**src/rtl/pdp_pkg.sv**
```systemverilog
// Shared constants and carrier types for the port data and pull-up block.
// Assumes a 32-bit APB master on the single core clock.
//
// Summary of operation
// direction bit 0 input, 1 output
// port B data 8-bit, read/write, resets 0
// port 2 pull-up per pin, resets 0
// port 2 pull-up only while pin is input
// port 5 pull-up bits 3-0, upper read 1
// port B direction write-only, resets to inputs
// data read: output latch, input pin level
package pdp_pkg;

    // ========================================================================
    // widths
    localparam int PDP_PB_W = 8;
    localparam int PDP_P2_W = 8;
    localparam int PDP_P5_W = 4;
    localparam int PDP_ADDR_W = 12;
    localparam int PDP_IDX_W = 10;

    // ========================================================================
    // register indices; byte address is four times the index
    localparam logic [PDP_IDX_W-1:0] PDP_IDX_PB_DIR = 10'h0D4;
    localparam logic [PDP_IDX_W-1:0] PDP_IDX_PB_DATA = 10'h0D6;
    localparam logic [PDP_IDX_W-1:0] PDP_IDX_P2_PCR = 10'h0D8;
    localparam logic [PDP_IDX_W-1:0] PDP_IDX_P5_PCR = 10'h0DB;
    localparam logic [PDP_IDX_W-1:0] PDP_IDX_P2_DIR = 10'h0E0;
    localparam logic [PDP_IDX_W-1:0] PDP_IDX_P5_DIR = 10'h0E1;

    // ========================================================================
    // reset values and fixed read patterns
    localparam logic [PDP_PB_W-1:0] PDP_RST_PB_DATA = 8'h00;
    localparam logic [PDP_PB_W-1:0] PDP_RST_PB_DIR = 8'h00;
    localparam logic [PDP_P2_W-1:0] PDP_RST_P2_PCR = 8'h00;
    localparam logic [PDP_P2_W-1:0] PDP_RST_P2_DIR = 8'h00;
    localparam logic [PDP_P5_W-1:0] PDP_RST_P5_PCR = 4'h0;
    localparam logic [PDP_P5_W-1:0] PDP_RST_P5_DIR = 4'h0;
    localparam logic [3:0] PDP_P5_UNUSED_RD = 4'hF;
    localparam logic [7:0] PDP_WO_RD = 8'hFF;
    localparam logic [31:0] PDP_RST_RDATA = 32'h0000_0000;

    // ========================================================================
    // carriers
    typedef struct packed {
        logic psel;
        logic penable;
        logic pwrite;
        logic [PDP_ADDR_W-1:0] paddr;
        logic [31:0] pwdata;
    } pdp_apb_req_t;

    typedef struct packed {
        logic [31:0] prdata;
        logic pready;
        logic pslverr;
    } pdp_apb_rsp_t;

    typedef struct packed {
        logic [PDP_PB_W-1:0] out;
        logic [PDP_PB_W-1:0] oe;
    } pdp_pin_drv_t;

    typedef struct packed {
        logic [PDP_PB_W-1:0] pb_data;
        logic [PDP_PB_W-1:0] pb_dir;
        logic [PDP_P2_W-1:0] p2_pcr;
        logic [PDP_P2_W-1:0] p2_dir;
        logic [PDP_P5_W-1:0] p5_pcr;
        logic [PDP_P5_W-1:0] p5_dir;
        logic [31:0] rdata;
        logic slverr;
    } pdp_state_t;

endpackage

```
**src/rtl/pdp_sync.sv**
```systemverilog
// Two-stage level synchroniser for a bus of pin inputs.
// Assumes the inputs are asynchronous to i_core_clk.
`timescale 1ns/100ps
module pdp_sync #(
    parameter int W = 8
) (
    // clock and reset
    input wire logic i_core_clk,
    input wire logic i_reset_n,
    // levels
    input wire logic [W-1:0] i_async,
    output logic [W-1:0] o_sync
);

    typedef struct packed {
        logic [W-1:0] s1;
        logic [W-1:0] s2;
    } pdp_sync_state_t;

    pdp_sync_state_t st_r;
    pdp_sync_state_t st_nxt;

    // ========================================================================
    // first stage is read only by the second
    always_comb begin
        st_nxt = st_r;
        st_nxt.s1 = i_async;
        st_nxt.s2 = st_r.s1;
    end

    always_ff @(posedge i_core_clk or negedge i_reset_n) begin
        if (!i_reset_n) begin
            st_r <= '0;
        end else begin
            st_r <= st_nxt;
        end
    end

    assign o_sync = st_r.s2;

endmodule

```
**src/rtl/pdp_top.sv**
```systemverilog
// Port B data/direction and port 2 / port 5 input pull-up control.
// Assumes an APB master on i_core_clk; pins are asynchronous and sampled through a two-stage synchroniser.
//
// Our own choice: the APB interface to the registers.
`timescale 1ns/100ps
module pdp_top
    import pdp_pkg::*;
(
    // clock and reset
    input wire logic i_core_clk,
    input wire logic i_reset_n,
    // apb slave
    input wire pdp_apb_req_t i_apb,
    output pdp_apb_rsp_t o_apb,
    // port b pins
    input wire logic [PDP_PB_W-1:0] i_pb_pin,
    output pdp_pin_drv_t o_pb,
    // pull-up enables
    output logic [PDP_P2_W-1:0] o_p2_pullup,
    output logic [PDP_P5_W-1:0] o_p5_pullup
);

    pdp_state_t st_r;
    pdp_state_t st_nxt;
    logic [PDP_PB_W-1:0] pb_pin_s;
    logic [PDP_IDX_W-1:0] idx;
    logic setup;
    logic wr_en;
    logic hit;
    logic [7:0] rd_byte;
    logic [7:0] wbyte;

    // ========================================================================
    // pin synchroniser
    pdp_sync #(
        .W(PDP_PB_W)
    ) u_pb_sync (
        .i_core_clk(i_core_clk),
        .i_reset_n(i_reset_n),
        .i_async(i_pb_pin),
        .o_sync(pb_pin_s)
    );

    // ========================================================================
    // decode
    assign idx = i_apb.paddr[PDP_ADDR_W-1:2];
    assign setup = i_apb.psel && !i_apb.penable;
    // zero-wait slave: access phase always completes, so this is the write edge
    assign wr_en = i_apb.psel && i_apb.penable && i_apb.pwrite;
    assign wbyte = i_apb.pwdata[7:0];

    always_comb begin
        hit = 1'b1;
        rd_byte = 8'h00;
        unique case (idx)
            PDP_IDX_PB_DIR: begin
                rd_byte = PDP_WO_RD;
            end
            PDP_IDX_PB_DATA: begin
                // outputs return the latch, inputs the synchronised pin
                rd_byte = (st_r.pb_dir & st_r.pb_data)
                        | (~st_r.pb_dir & pb_pin_s);
            end
            PDP_IDX_P2_PCR: begin
                rd_byte = st_r.p2_pcr;
            end
            PDP_IDX_P5_PCR: begin
                rd_byte = {PDP_P5_UNUSED_RD, st_r.p5_pcr};
            end
            PDP_IDX_P2_DIR: begin
                rd_byte = st_r.p2_dir;
            end
            PDP_IDX_P5_DIR: begin
                rd_byte = {PDP_P5_UNUSED_RD, st_r.p5_dir};
            end
            default: begin
                hit = 1'b0;
            end
        endcase
    end

    // ========================================================================
    // next state
    always_comb begin
        st_nxt = st_r;
        // read data is captured in setup so it comes from a flip-flop
        if (setup) begin
            st_nxt.rdata = i_apb.pwrite ? 32'h0000_0000 : {24'h00_0000, rd_byte};
            st_nxt.slverr = !hit;
        end
        if (wr_en) begin
            unique case (idx)
                PDP_IDX_PB_DIR: begin
                    st_nxt.pb_dir = wbyte;
                end
                PDP_IDX_PB_DATA: begin
                    st_nxt.pb_data = wbyte;
                end
                PDP_IDX_P2_PCR: begin
                    st_nxt.p2_pcr = wbyte;
                end
                PDP_IDX_P5_PCR: begin
                    // upper bits are not stored
                    st_nxt.p5_pcr = wbyte[PDP_P5_W-1:0];
                end
                PDP_IDX_P2_DIR: begin
                    st_nxt.p2_dir = wbyte;
                end
                PDP_IDX_P5_DIR: begin
                    st_nxt.p5_dir = wbyte[PDP_P5_W-1:0];
                end
                default: begin
                    st_nxt.pb_dir = st_r.pb_dir;
                end
            endcase
        end
    end

    always_ff @(posedge i_core_clk or negedge i_reset_n) begin
        if (!i_reset_n) begin
            st_r.pb_data <= PDP_RST_PB_DATA;
            st_r.pb_dir <= PDP_RST_PB_DIR;
            st_r.p2_pcr <= PDP_RST_P2_PCR;
            st_r.p2_dir <= PDP_RST_P2_DIR;
            st_r.p5_pcr <= PDP_RST_P5_PCR;
            st_r.p5_dir <= PDP_RST_P5_DIR;
            st_r.rdata <= PDP_RST_RDATA;
            st_r.slverr <= 1'b0;
        end else begin
            st_r <= st_nxt;
        end
    end

    // ========================================================================
    // outputs
    assign o_apb.prdata = st_r.rdata;
    assign o_apb.pready = 1'b1;
    assign o_apb.pslverr = st_r.slverr;

    assign o_pb.out = st_r.pb_data;
    assign o_pb.oe = st_r.pb_dir;

    // an output pin never gets a pull-up, whatever the control bit says
    assign o_p2_pullup = st_r.p2_pcr & ~st_r.p2_dir;
    assign o_p5_pullup = st_r.p5_pcr & ~st_r.p5_dir;
endmodule

```
**config.mk**
```make
export PLATFORM = sky130hd
export DESIGN_NAME = pdp_top
export DESIGN_NICKNAME = d
export VERILOG_FILES = /design/src/rtl/pdp_pkg.sv /design/src/rtl/pdp_sync.sv /design/src/rtl/pdp_top.sv
export SDC_FILE = /design/constraint.sdc
export NUM_CORES = 1
export LEC_CHECK = 0
export BUFFER_PORTS_ARGS = -buffer_cell sky130_fd_sc_hd__buf_2
export CORE_MARGIN = 8
export CORE_UTILIZATION = 35
export CTS_CLUSTER_DIAMETER = 50
export DETAILED_ROUTE_END_ITERATION = 6
export GPL_TIMING_DRIVEN = 0
export PLACE_DENSITY = 0.59
export SYNTH_ARGS = -nofsm -noshare
export SYNTH_HDL_FRONTEND = slang
export SYNTH_SLANG_ARGS = --single-unit
export TNS_END_PERCENT = 50
```
**constraint.sdc**
```tcl
create_clock -name i_core_clk -period 2.2 [get_ports i_core_clk]
set_input_delay 0.22 -clock i_core_clk [delete_from_list [all_inputs] [get_ports i_core_clk]]
set_output_delay 0.22 -clock i_core_clk [all_outputs]
set_load 0.05 [all_outputs]
```
# Word level (Yosys, flattened, before mapping)
# Cells that the tools add are included.
# totals
register_bits	89
inputBits	57
word_cells	39
# classes
eq_ne	6
mux	3
bitwise	8
n_reduce_logical	12
# ops
op	n
$eq 10x8->1 const B	6
$pmux 8 s6	1
$and 8x8->8	3
$not 8->8	2
$reduce_and 2->1	6
$mux 8	1
$or 8x8->8	1
$reduce_or 6->1	1
$and 4x4->4	1
$not 4->4	1
$logic_and 1x1->1	3
$logic_not 1->1	2
$mux 1	1

# Longest topological paths before layout
# Gate-level depths: netlist of run 1.
# logic_depth
ltp_word	5
mapped_depth	6

# Hierarchy
# A second synthesis of run 1 with hierarchy kept.
# unflattened
hier_cells	268
area_unflattened_um2	3285.7
# by_module_without_submodules
mod	instances	cells_per_inst	area_per_inst_um2
pdp_top	1	252	2885.3
pdp_sync	1	16	400.4

# Worst setup path after synthesis of run 1
# No wires, ideal clock.
# synth_timing
path_type	input to register
start	input i_apb[39] (netlist name)
end	register st_r[49] (netlist name)
arrival_time_ns	1.418
setup_slack_ns	0.657
cell_stages	5
path_cell_list	nand4b_1 -> nor3_2 -> nand2_1 -> nor2_2 -> mux2_2
# synth_between
elab_chain_cells	2
# synth_lines
element	line	source
from (decl)	pdp_top.sv:13	input wire pdp_apb_req_t i_apb,
$eq 10x8->1	pdp_top.sv:92	unique case (idx)
$reduce_and 2->1 (no source line)	n/a	
to (signal assigned)	pdp_top.sv:130	st_r <= st_nxt;
to (decl)	pdp_top.sv:23	pdp_state_t st_r;
# Every way passes these cells.
# A chain may end at the register's enable or synchronous reset.

# Worst setup path after layout of run 1
# layout_timing
start	input i_apb[39] (netlist name)
end	register st_r, in the netlist o_pb[6]
# Same word-level chain as after synthesis.

==> results of run 1 <==
layout make-up:
type | count | area [um^2] | area share (%)
clock buffers | 10 | 128 | 3.12
flip-flops and latches | 65 | 1630 | 39.8
clock inverters | 6 | 82.6 | 2.02
repair buffers | 75 | 418 | 10.2
plain buffers | 57 | 413 | 10.1
multi-input cells | 166 | 1280 | 31.3
well taps | 111 | 139 | 3.40
layout by cell type, fill, tap and decap left out, types with 2 or more instances in the layout:
cell            n
dlygate4sd3_1   8
conb_1         25
clkbuf_1        4
clkbuf_8        9
o2bb2ai_1       3
nor2_1          6
mux2_4          8
mux2_2         33
nor2b_1        14
dfrtp_1        65
nand3b_1        2
buf_4          51
a22oi_1         7
nand4_1         3
o21ai_0         6
and3_1          3
a21oi_1         8
o221ai_1        4
or2_2           2
nand4b_1        2
bufinv_16       2
buf_2          69
clkinv_2        3
nand2_1        11
mux2i_1        11
o211ai_1        2
final timing paths:
kind                                     start             endpoint  cells past startpoint  slack, ns
max                                  i_apb[39]              o_pb[6]                      5       0.40
min                                  i_reset_n              o_pb[6]                      1      -0.03
max reg2reg                            o_pb[7]             o_apb[9]                      5       0.98
min reg2reg                u_pb_sync.st_nxt[1]  u_pb_sync.o_sync[1]                      0       0.35
max in group asynchronous            i_reset_n              o_pb[8]                      1       1.66
min in group i_core_clk               i_apb[4]             st_r[45]                      2       0.14
where the power goes:
part / internal (mW) / switching [mW] / leakage (nW) / total [mW]
clock: 0.632 / 0.464 / 0.106 / 1.10
sequential: 1.21 / 0.00728 / 0.868 / 1.22
combinational: 0.0912 / 0.200 / 1.19 / 0.292
cell families (layout without fill, tap and decap cells):
family | after synthesis | count (layout) | synth area share, %
flops | 65 | 65 | 50.3
buf+inv | 57 | 148 | 12.8
other cells | 2 | 25 | 0.232
compound gates | 33 | 33 | 6.89
mux | 52 | 52 | 18.6
simple gates | 56 | 56 | 11.1
worst max-delay path, cell delays in order:
cell	delay (ns)
buf_2	0.10
nand4b_1	0.25
nor3_2	0.33
nand4_1	0.63
mux2_2	0.50
flip-flops by register name, summed over array words and instances (netlist names):
register / count
o_apb: 9
o_pb: 16
st_r: 24
u_pb_sync.st_nxt: 8
u_pb_sync.o_sync: 8
layer usage:
layer	vias to the layer above	GRT usage, %	share of wire (%)
met5	-	0	0
met4	0	6.74	1.8
met3	10	4.13	7.2
met2	72	20.2	45
met1	1082	15.5	46
li1	1086	-	-
cells in the mapped netlist (2+ instances only):
| cell type | n |
|---|---|
| and3_1 | 3 |
| o21ai_0 | 6 |
| o2bb2ai_1 | 3 |
| o221ai_1 | 4 |
| clkbuf_1 | 3 |
| nor2b_1 | 14 |
| a21oi_1 | 8 |
| nand4b_1 | 2 |
| nand2_1 | 11 |
| nor2_1 | 6 |
| buf_4 | 50 |
| mux2_2 | 33 |
| nand3b_1 | 2 |
| o211ai_1 | 2 |
| mux2_4 | 8 |
| mux2i_1 | 11 |
| dfrtp_1 | 65 |
| buf_2 | 3 |
| or2_2 | 2 |
| conb_1 | 2 |
| a22oi_1 | 7 |
| nand4_1 | 3 |
timing repair:
| item | in CTS | in global routing |
|---|---|---|
| setup endpoints to repair | 0 | 0 |
| endpoints found under the hold margin | 8 | 0 |
| hold buffers | 8 | 0 |
| resized for setup | 0 | 0 |
per-stage QoR:
step	util, %	total power [mW]
6_report	44.8	2.61
5_1_grt	44.8	2.71
4_1_cts	44.8	2.64
3_5_place_dp	41.6	1.53
3_3_place_gp	41.6	1.52
2_1_floorplan	-	1.44
==> impl_metrics.tcl, run 1 <==
set metrics [dict create \
    io_pins 119 \
    grt_max_degree 66 \
    synth_warnings 0 \
    finalHoldWorstSlack_ns -0.0263 \
    final.setup.worst_slack_ns 0.401 \
    ir_worst_vdd_v 0.000467 \
    rsz0062_at_grt "false" \
    powerDensity_nw_per_um2 639 \
    skew_ns 0.00548 \
    synth.distinct_cells 39 \
    hold_class "in2async" \
    synthArstFlopShare_pct 100 \
    fin_nets 431 \
    cts_tree "done" \
    final_layout_size_suffix_gt1_share_pct 48.8 \
    dp_cells 466 \
    max_freq_ghz 0.556 \
    gr-usage-all-layers_pct 12.9 \
    drv_slew 0 \
    drt-vias-per-instance 4.59 \
    drt_iter0_markers 89 \
    crit_path_start_kind "input pin" \
    critical_path_class "in2reg" \
    cts.clk_slew.worst_paths_ns 0.07 \
    syn_area_per_cell_um2 12.2 \
    post-place-ws_ns 0.0259 \
    dr.pass1.iters 4 \
    stdcell_area_um2 4080 \
    hpwlAfterDp_um 5570 \
    wirelength_um 7720 \
    postCtsSetupRepairBufs 0 \
    antenna_left 0 \
    die_y_um 112 \
    tightest_slew_ns 0.846 \
    setup_viol 0 \
    status "complete, but fails checks" \
    hold_viol_final 29 \
    cp.required_ns 2.43 \
    die_w_um 112 \
    arrival_ns 2.03 \
    leakagePower_nw 2.16 \
    area_growth_pct 26.4 \
    yosys-top-cells-area "dfrtp_1, buf_4, mux2_2" \
    htreeDepth 3 \
    nFillCells 888 \
    syn_area_um2 3230 \
    port_buffers 67 \
    synth_area_leader_cell "dfrtp_1" \
    gp_congestion 0.753 \
    netlist.area_leader.share_pct 50.3 \
    drc_errors 0 \
    synth-seq-cells 65 \
    dpl_cell_area_um2 3790 \
    fin_setup_tns_ns 0 \
    synth_cells 265 \
    cts_sinks 65 \
    rows 35 \
    synth_ff_type "dfrtp_1" \
    end_kind "flip-flop" \
    seq_area_frac_synth_pct 50.3 \
    worstSkewPairLatency_ns 0.34 \
    overflow 0 \
    cts_buffer_depth 2 \
    antenna_found_initial 0 \
    grt_pass1_wl_um 12600 \
    synth_enable_flop_cells 0 \
    cap_violations 0 \
    antenna_cells 0 \
    post-route-period-util_pct 81.8 \
    cts_root_buffer "clkbuf_8" \
    grt_pass1_vias 2447 \
    dieArea_um2 12600 \
    path_max_fanout 8 \
    start_util_pct 35.5 \
    stdcell_count 490 \
    failed_checks "hold timing" \
    slew-limit-headroom_pct 43.6 \
    post-route-min-period_ns 1.80 \
    cts_buffers 9 \
    core_um2 9110 \
    wire_per_inst_um 15.8 \
    dr_total_vias 2250 \
]
Power figures use the tool's default switching activity.
==> run 2, diff against run 1 <==
--- a/config.mk
+++ b/config.mk
@@ -5,13 +5,14 @@
 export SDC_FILE = /design/constraint.sdc
 export NUM_CORES = 1
 export LEC_CHECK = 0
+export ABC_AREA = 1
 export BUFFER_PORTS_ARGS = -buffer_cell sky130_fd_sc_hd__buf_2
 export CORE_MARGIN = 8
 export CORE_UTILIZATION = 35
 export CTS_CLUSTER_DIAMETER = 50
 export DETAILED_ROUTE_END_ITERATION = 6
 export GPL_TIMING_DRIVEN = 0
-export PLACE_DENSITY = 0.59
+export PLACE_DENSITY = 0.58
 export SYNTH_ARGS = -nofsm -noshare
 export SYNTH_HDL_FRONTEND = slang
 export SYNTH_SLANG_ARGS = --single-unit
==> constraint.sdc (replaced) <==
create_clock -name i_core_clk -period 1.8 [get_ports i_core_clk]
set_input_delay 0.18 -clock i_core_clk [delete_from_list [all_inputs] [get_ports i_core_clk]]
set_output_delay 0.18 -clock i_core_clk [all_outputs]
set_load 0.05 [all_outputs]
==> run 2 against run 1 <==
The flow now finishes without violations. Cell area rose by 7.1%. Clock power rose by 29%. Power rose by 26%. Global-route usage barely moved. Critical path type is now reg2out.
==> impl_metrics.tcl, run 2 <==
set metrics [dict create \
    die_w_um 115 \
    grt_pass1_wl_um 13500 \
    drt_iter0_markers 130 \
    status "finished, final reports clean" \
    path_delay_family "flip-flops" \
    dr.pass1.iters 4 \
    syn_area_per_cell_um2 8.53 \
    overflow 0 \
    htreeDepth 3 \
    cap_violations 0 \
    path_max_fanout 3 \
    post_cts_resized 0 \
    synth_ff_type "dfrtp_1" \
    dieArea_um2 13300 \
    cp.required_ns 1.62 \
    dp_cells 629 \
    wirelength_um 8190 \
    cts_buffers 9 \
    gr-usage-all-layers_pct 12.8 \
    leakagePower_nw 2.46 \
    drv_slew 0 \
    antenna_left 0 \
    hold_viol_final 0 \
    grt_max_degree 66 \
    dr_total_vias 2765 \
    synth_area_leader_cell "dfrtp_1" \
    syn_area_um2 3460 \
    cts_root_buffer "clkbuf_8" \
    layout_commonest_cell "nand2_1" \
    start_util_pct 35.8 \
    die_y_um 115 \
    yosysMostFrequentCell "nand2_1" \
    synth_common_cells "nand2_1, dfrtp_1, buf_4, inv_1, o21ai_1" \
    port_buffers 67 \
    critical_path_buf_inv_count 1 \
    post-route-min-period_ns 1.36 \
    synth.distinct_cells 26 \
    arrival_ns 1.18 \
    fin_nets 573 \
    setup_viol 0 \
    largest_register_ffs 24 \
    critical_path_class "reg2out" \
    end_kind "output port" \
    synthArstFlopShare_pct 100 \
    cp_slowest_cell "dfrtp_1" \
    cts_sinks 65 \
    ir_worst_vdd_v 0.000460 \
    wire_per_inst_um 12.5 \
    skew_ns 0.00374 \
    synth_enable_flop_cells 0 \
    grt_pass1_vias 2780 \
    core_um2 9680 \
    drt-vias-per-instance 4.23 \
    synth_warnings 0 \
    rsz0062_at_grt "false" \
    top_register "st_r" \
    tightest_slew_ns 0.818 \
    worstSkewPairLatency_ns 0.33 \
    seq_area_frac_synth_pct 46.9 \
    cts.clk_slew.worst_paths_ns 0.07 \
    gp_congestion 0.815 \
    critPathMaxStageDelay_ns 0.40 \
    antenna_found_initial 0 \
    stdcell_count 653 \
    fin_setup_tns_ns 0 \
    slew-limit-headroom_pct 45.5 \
    powerDensity_nw_per_um2 753 \
    post-route-period-util_pct 75.7 \
    drc_errors 0 \
    rows 36 \
    max_freq_ghz 0.734 \
    antenna_cells 0 \
    hold_class "in2reg" \
    cts_buffer_depth 2 \
    yosys-top-cells-area "dfrtp_1, nand2_1, buf_4" \
    crit_chain "nor2_1 > buf_2" \
    netlist.area_leader.share_pct 46.9 \
    synth-seq-cells 65 \
    hpwlAfterDp_um 6320 \
    cts_tree "done" \
    area_growth_pct 26.3 \
    layout_common_cells "nand2_1, buf_2, dfrtp_1" \
    io_pins 119 \
    crit_path_start_kind "flip-flop" \
    final_layout_size_suffix_gt1_share_pct 34.2 \
    synth_cells 406 \
]
[run 2: metrics by stage]
| step | instance area, um^2 | power [mW] | hold slack, ns | setup WS, ns | util [%] |
|---|---|---|---|---|---|
| after floorplan | 3550 | 1.79 | -0.116 | 0.585 | - |
| after global placement | 4050 | 1.88 | 0.287 | 0.300 | 41.8 |
| after detailed placement | 4060 | 1.89 | 0.289 | 0.391 | 41.9 |
| after CTS | 4370 | 3.33 | 0.135 | 0.390 | 45.2 |
| after global routing | 4370 | 3.45 | 0.159 | 0.360 | 45.2 |
| final | 4370 | 3.29 | 0.150 | 0.437 | 45.2 |
[run 2: cell families after synthesis]
group	after synthesis	share of synthesized area, %
flops	65	46.9
buf+inv	103	17.7
simple gates	186	27.0
compound gates	50	8.09
other cells	2	0.217
[run 2: area by class of cell]
cell class                      instances  area [um^2]
Multi-Input combinational cell        261         1310
Sequential cell                        65         1630
Inverter                               44          168
Tap cell                              133          166
Clock buffer                           13          169
Fill cell                             977         5310
Clock inverter                          2         60.1
Buffer                                 59          447
Timing Repair Buffer                   76          428
[run 2: final timing paths]
path / startpoint / to / slack (ns) / cells past startpoint
min in group asynchronous: i_reset_n / u_pb_sync.st_nxt[6] / 0.47 / 2
max in group asynchronous: i_reset_n / st_r[44] / 0.79 / 2
setup / recovery: st_r[43] / o_p2_pullup[2] / 0.44 / 2
hold / removal: i_apb[44] / o_apb[9] / 0.15 / 4
hold reg to reg: u_pb_sync.st_nxt[2] / u_pb_sync.o_sync[2] / 0.35 / 0
setup reg to reg: o_pb[7] / o_apb[9] / 0.59 / 7
[run 2: where the power goes]
group          internal (mW)  leakage, nW  switching [mW]
Combinational          0.108         1.47           0.274
Clock                  0.887        0.116           0.530
Sequential              1.49        0.868         0.00954
[run 2: worst register-to-register path, stage by stage (launching register included)]
cell,delay [ns]
dfrtp_1,0.40
o21ai_0,0.30
nand2_1,0.11
nand3_1,0.09
nand2_1,0.05
nand3_1,0.08
nand2_1,0.05
nand2_1,0.06
[run 2: metal layers]
layer,vias up,share of wire (%),global-route usage [%]
li1,1434,-,-
met1,1235,45,15.8
met2,82,46,20.5
met3,14,7.5,3.75
met4,0,1.8,5.60
met5,-,0,0
[run 2: repair_timing]
item / CTS / global route
hold buffers: 9 / 0
hold endpoints to repair: 73 / 0
buffers inserted: 0 / 0
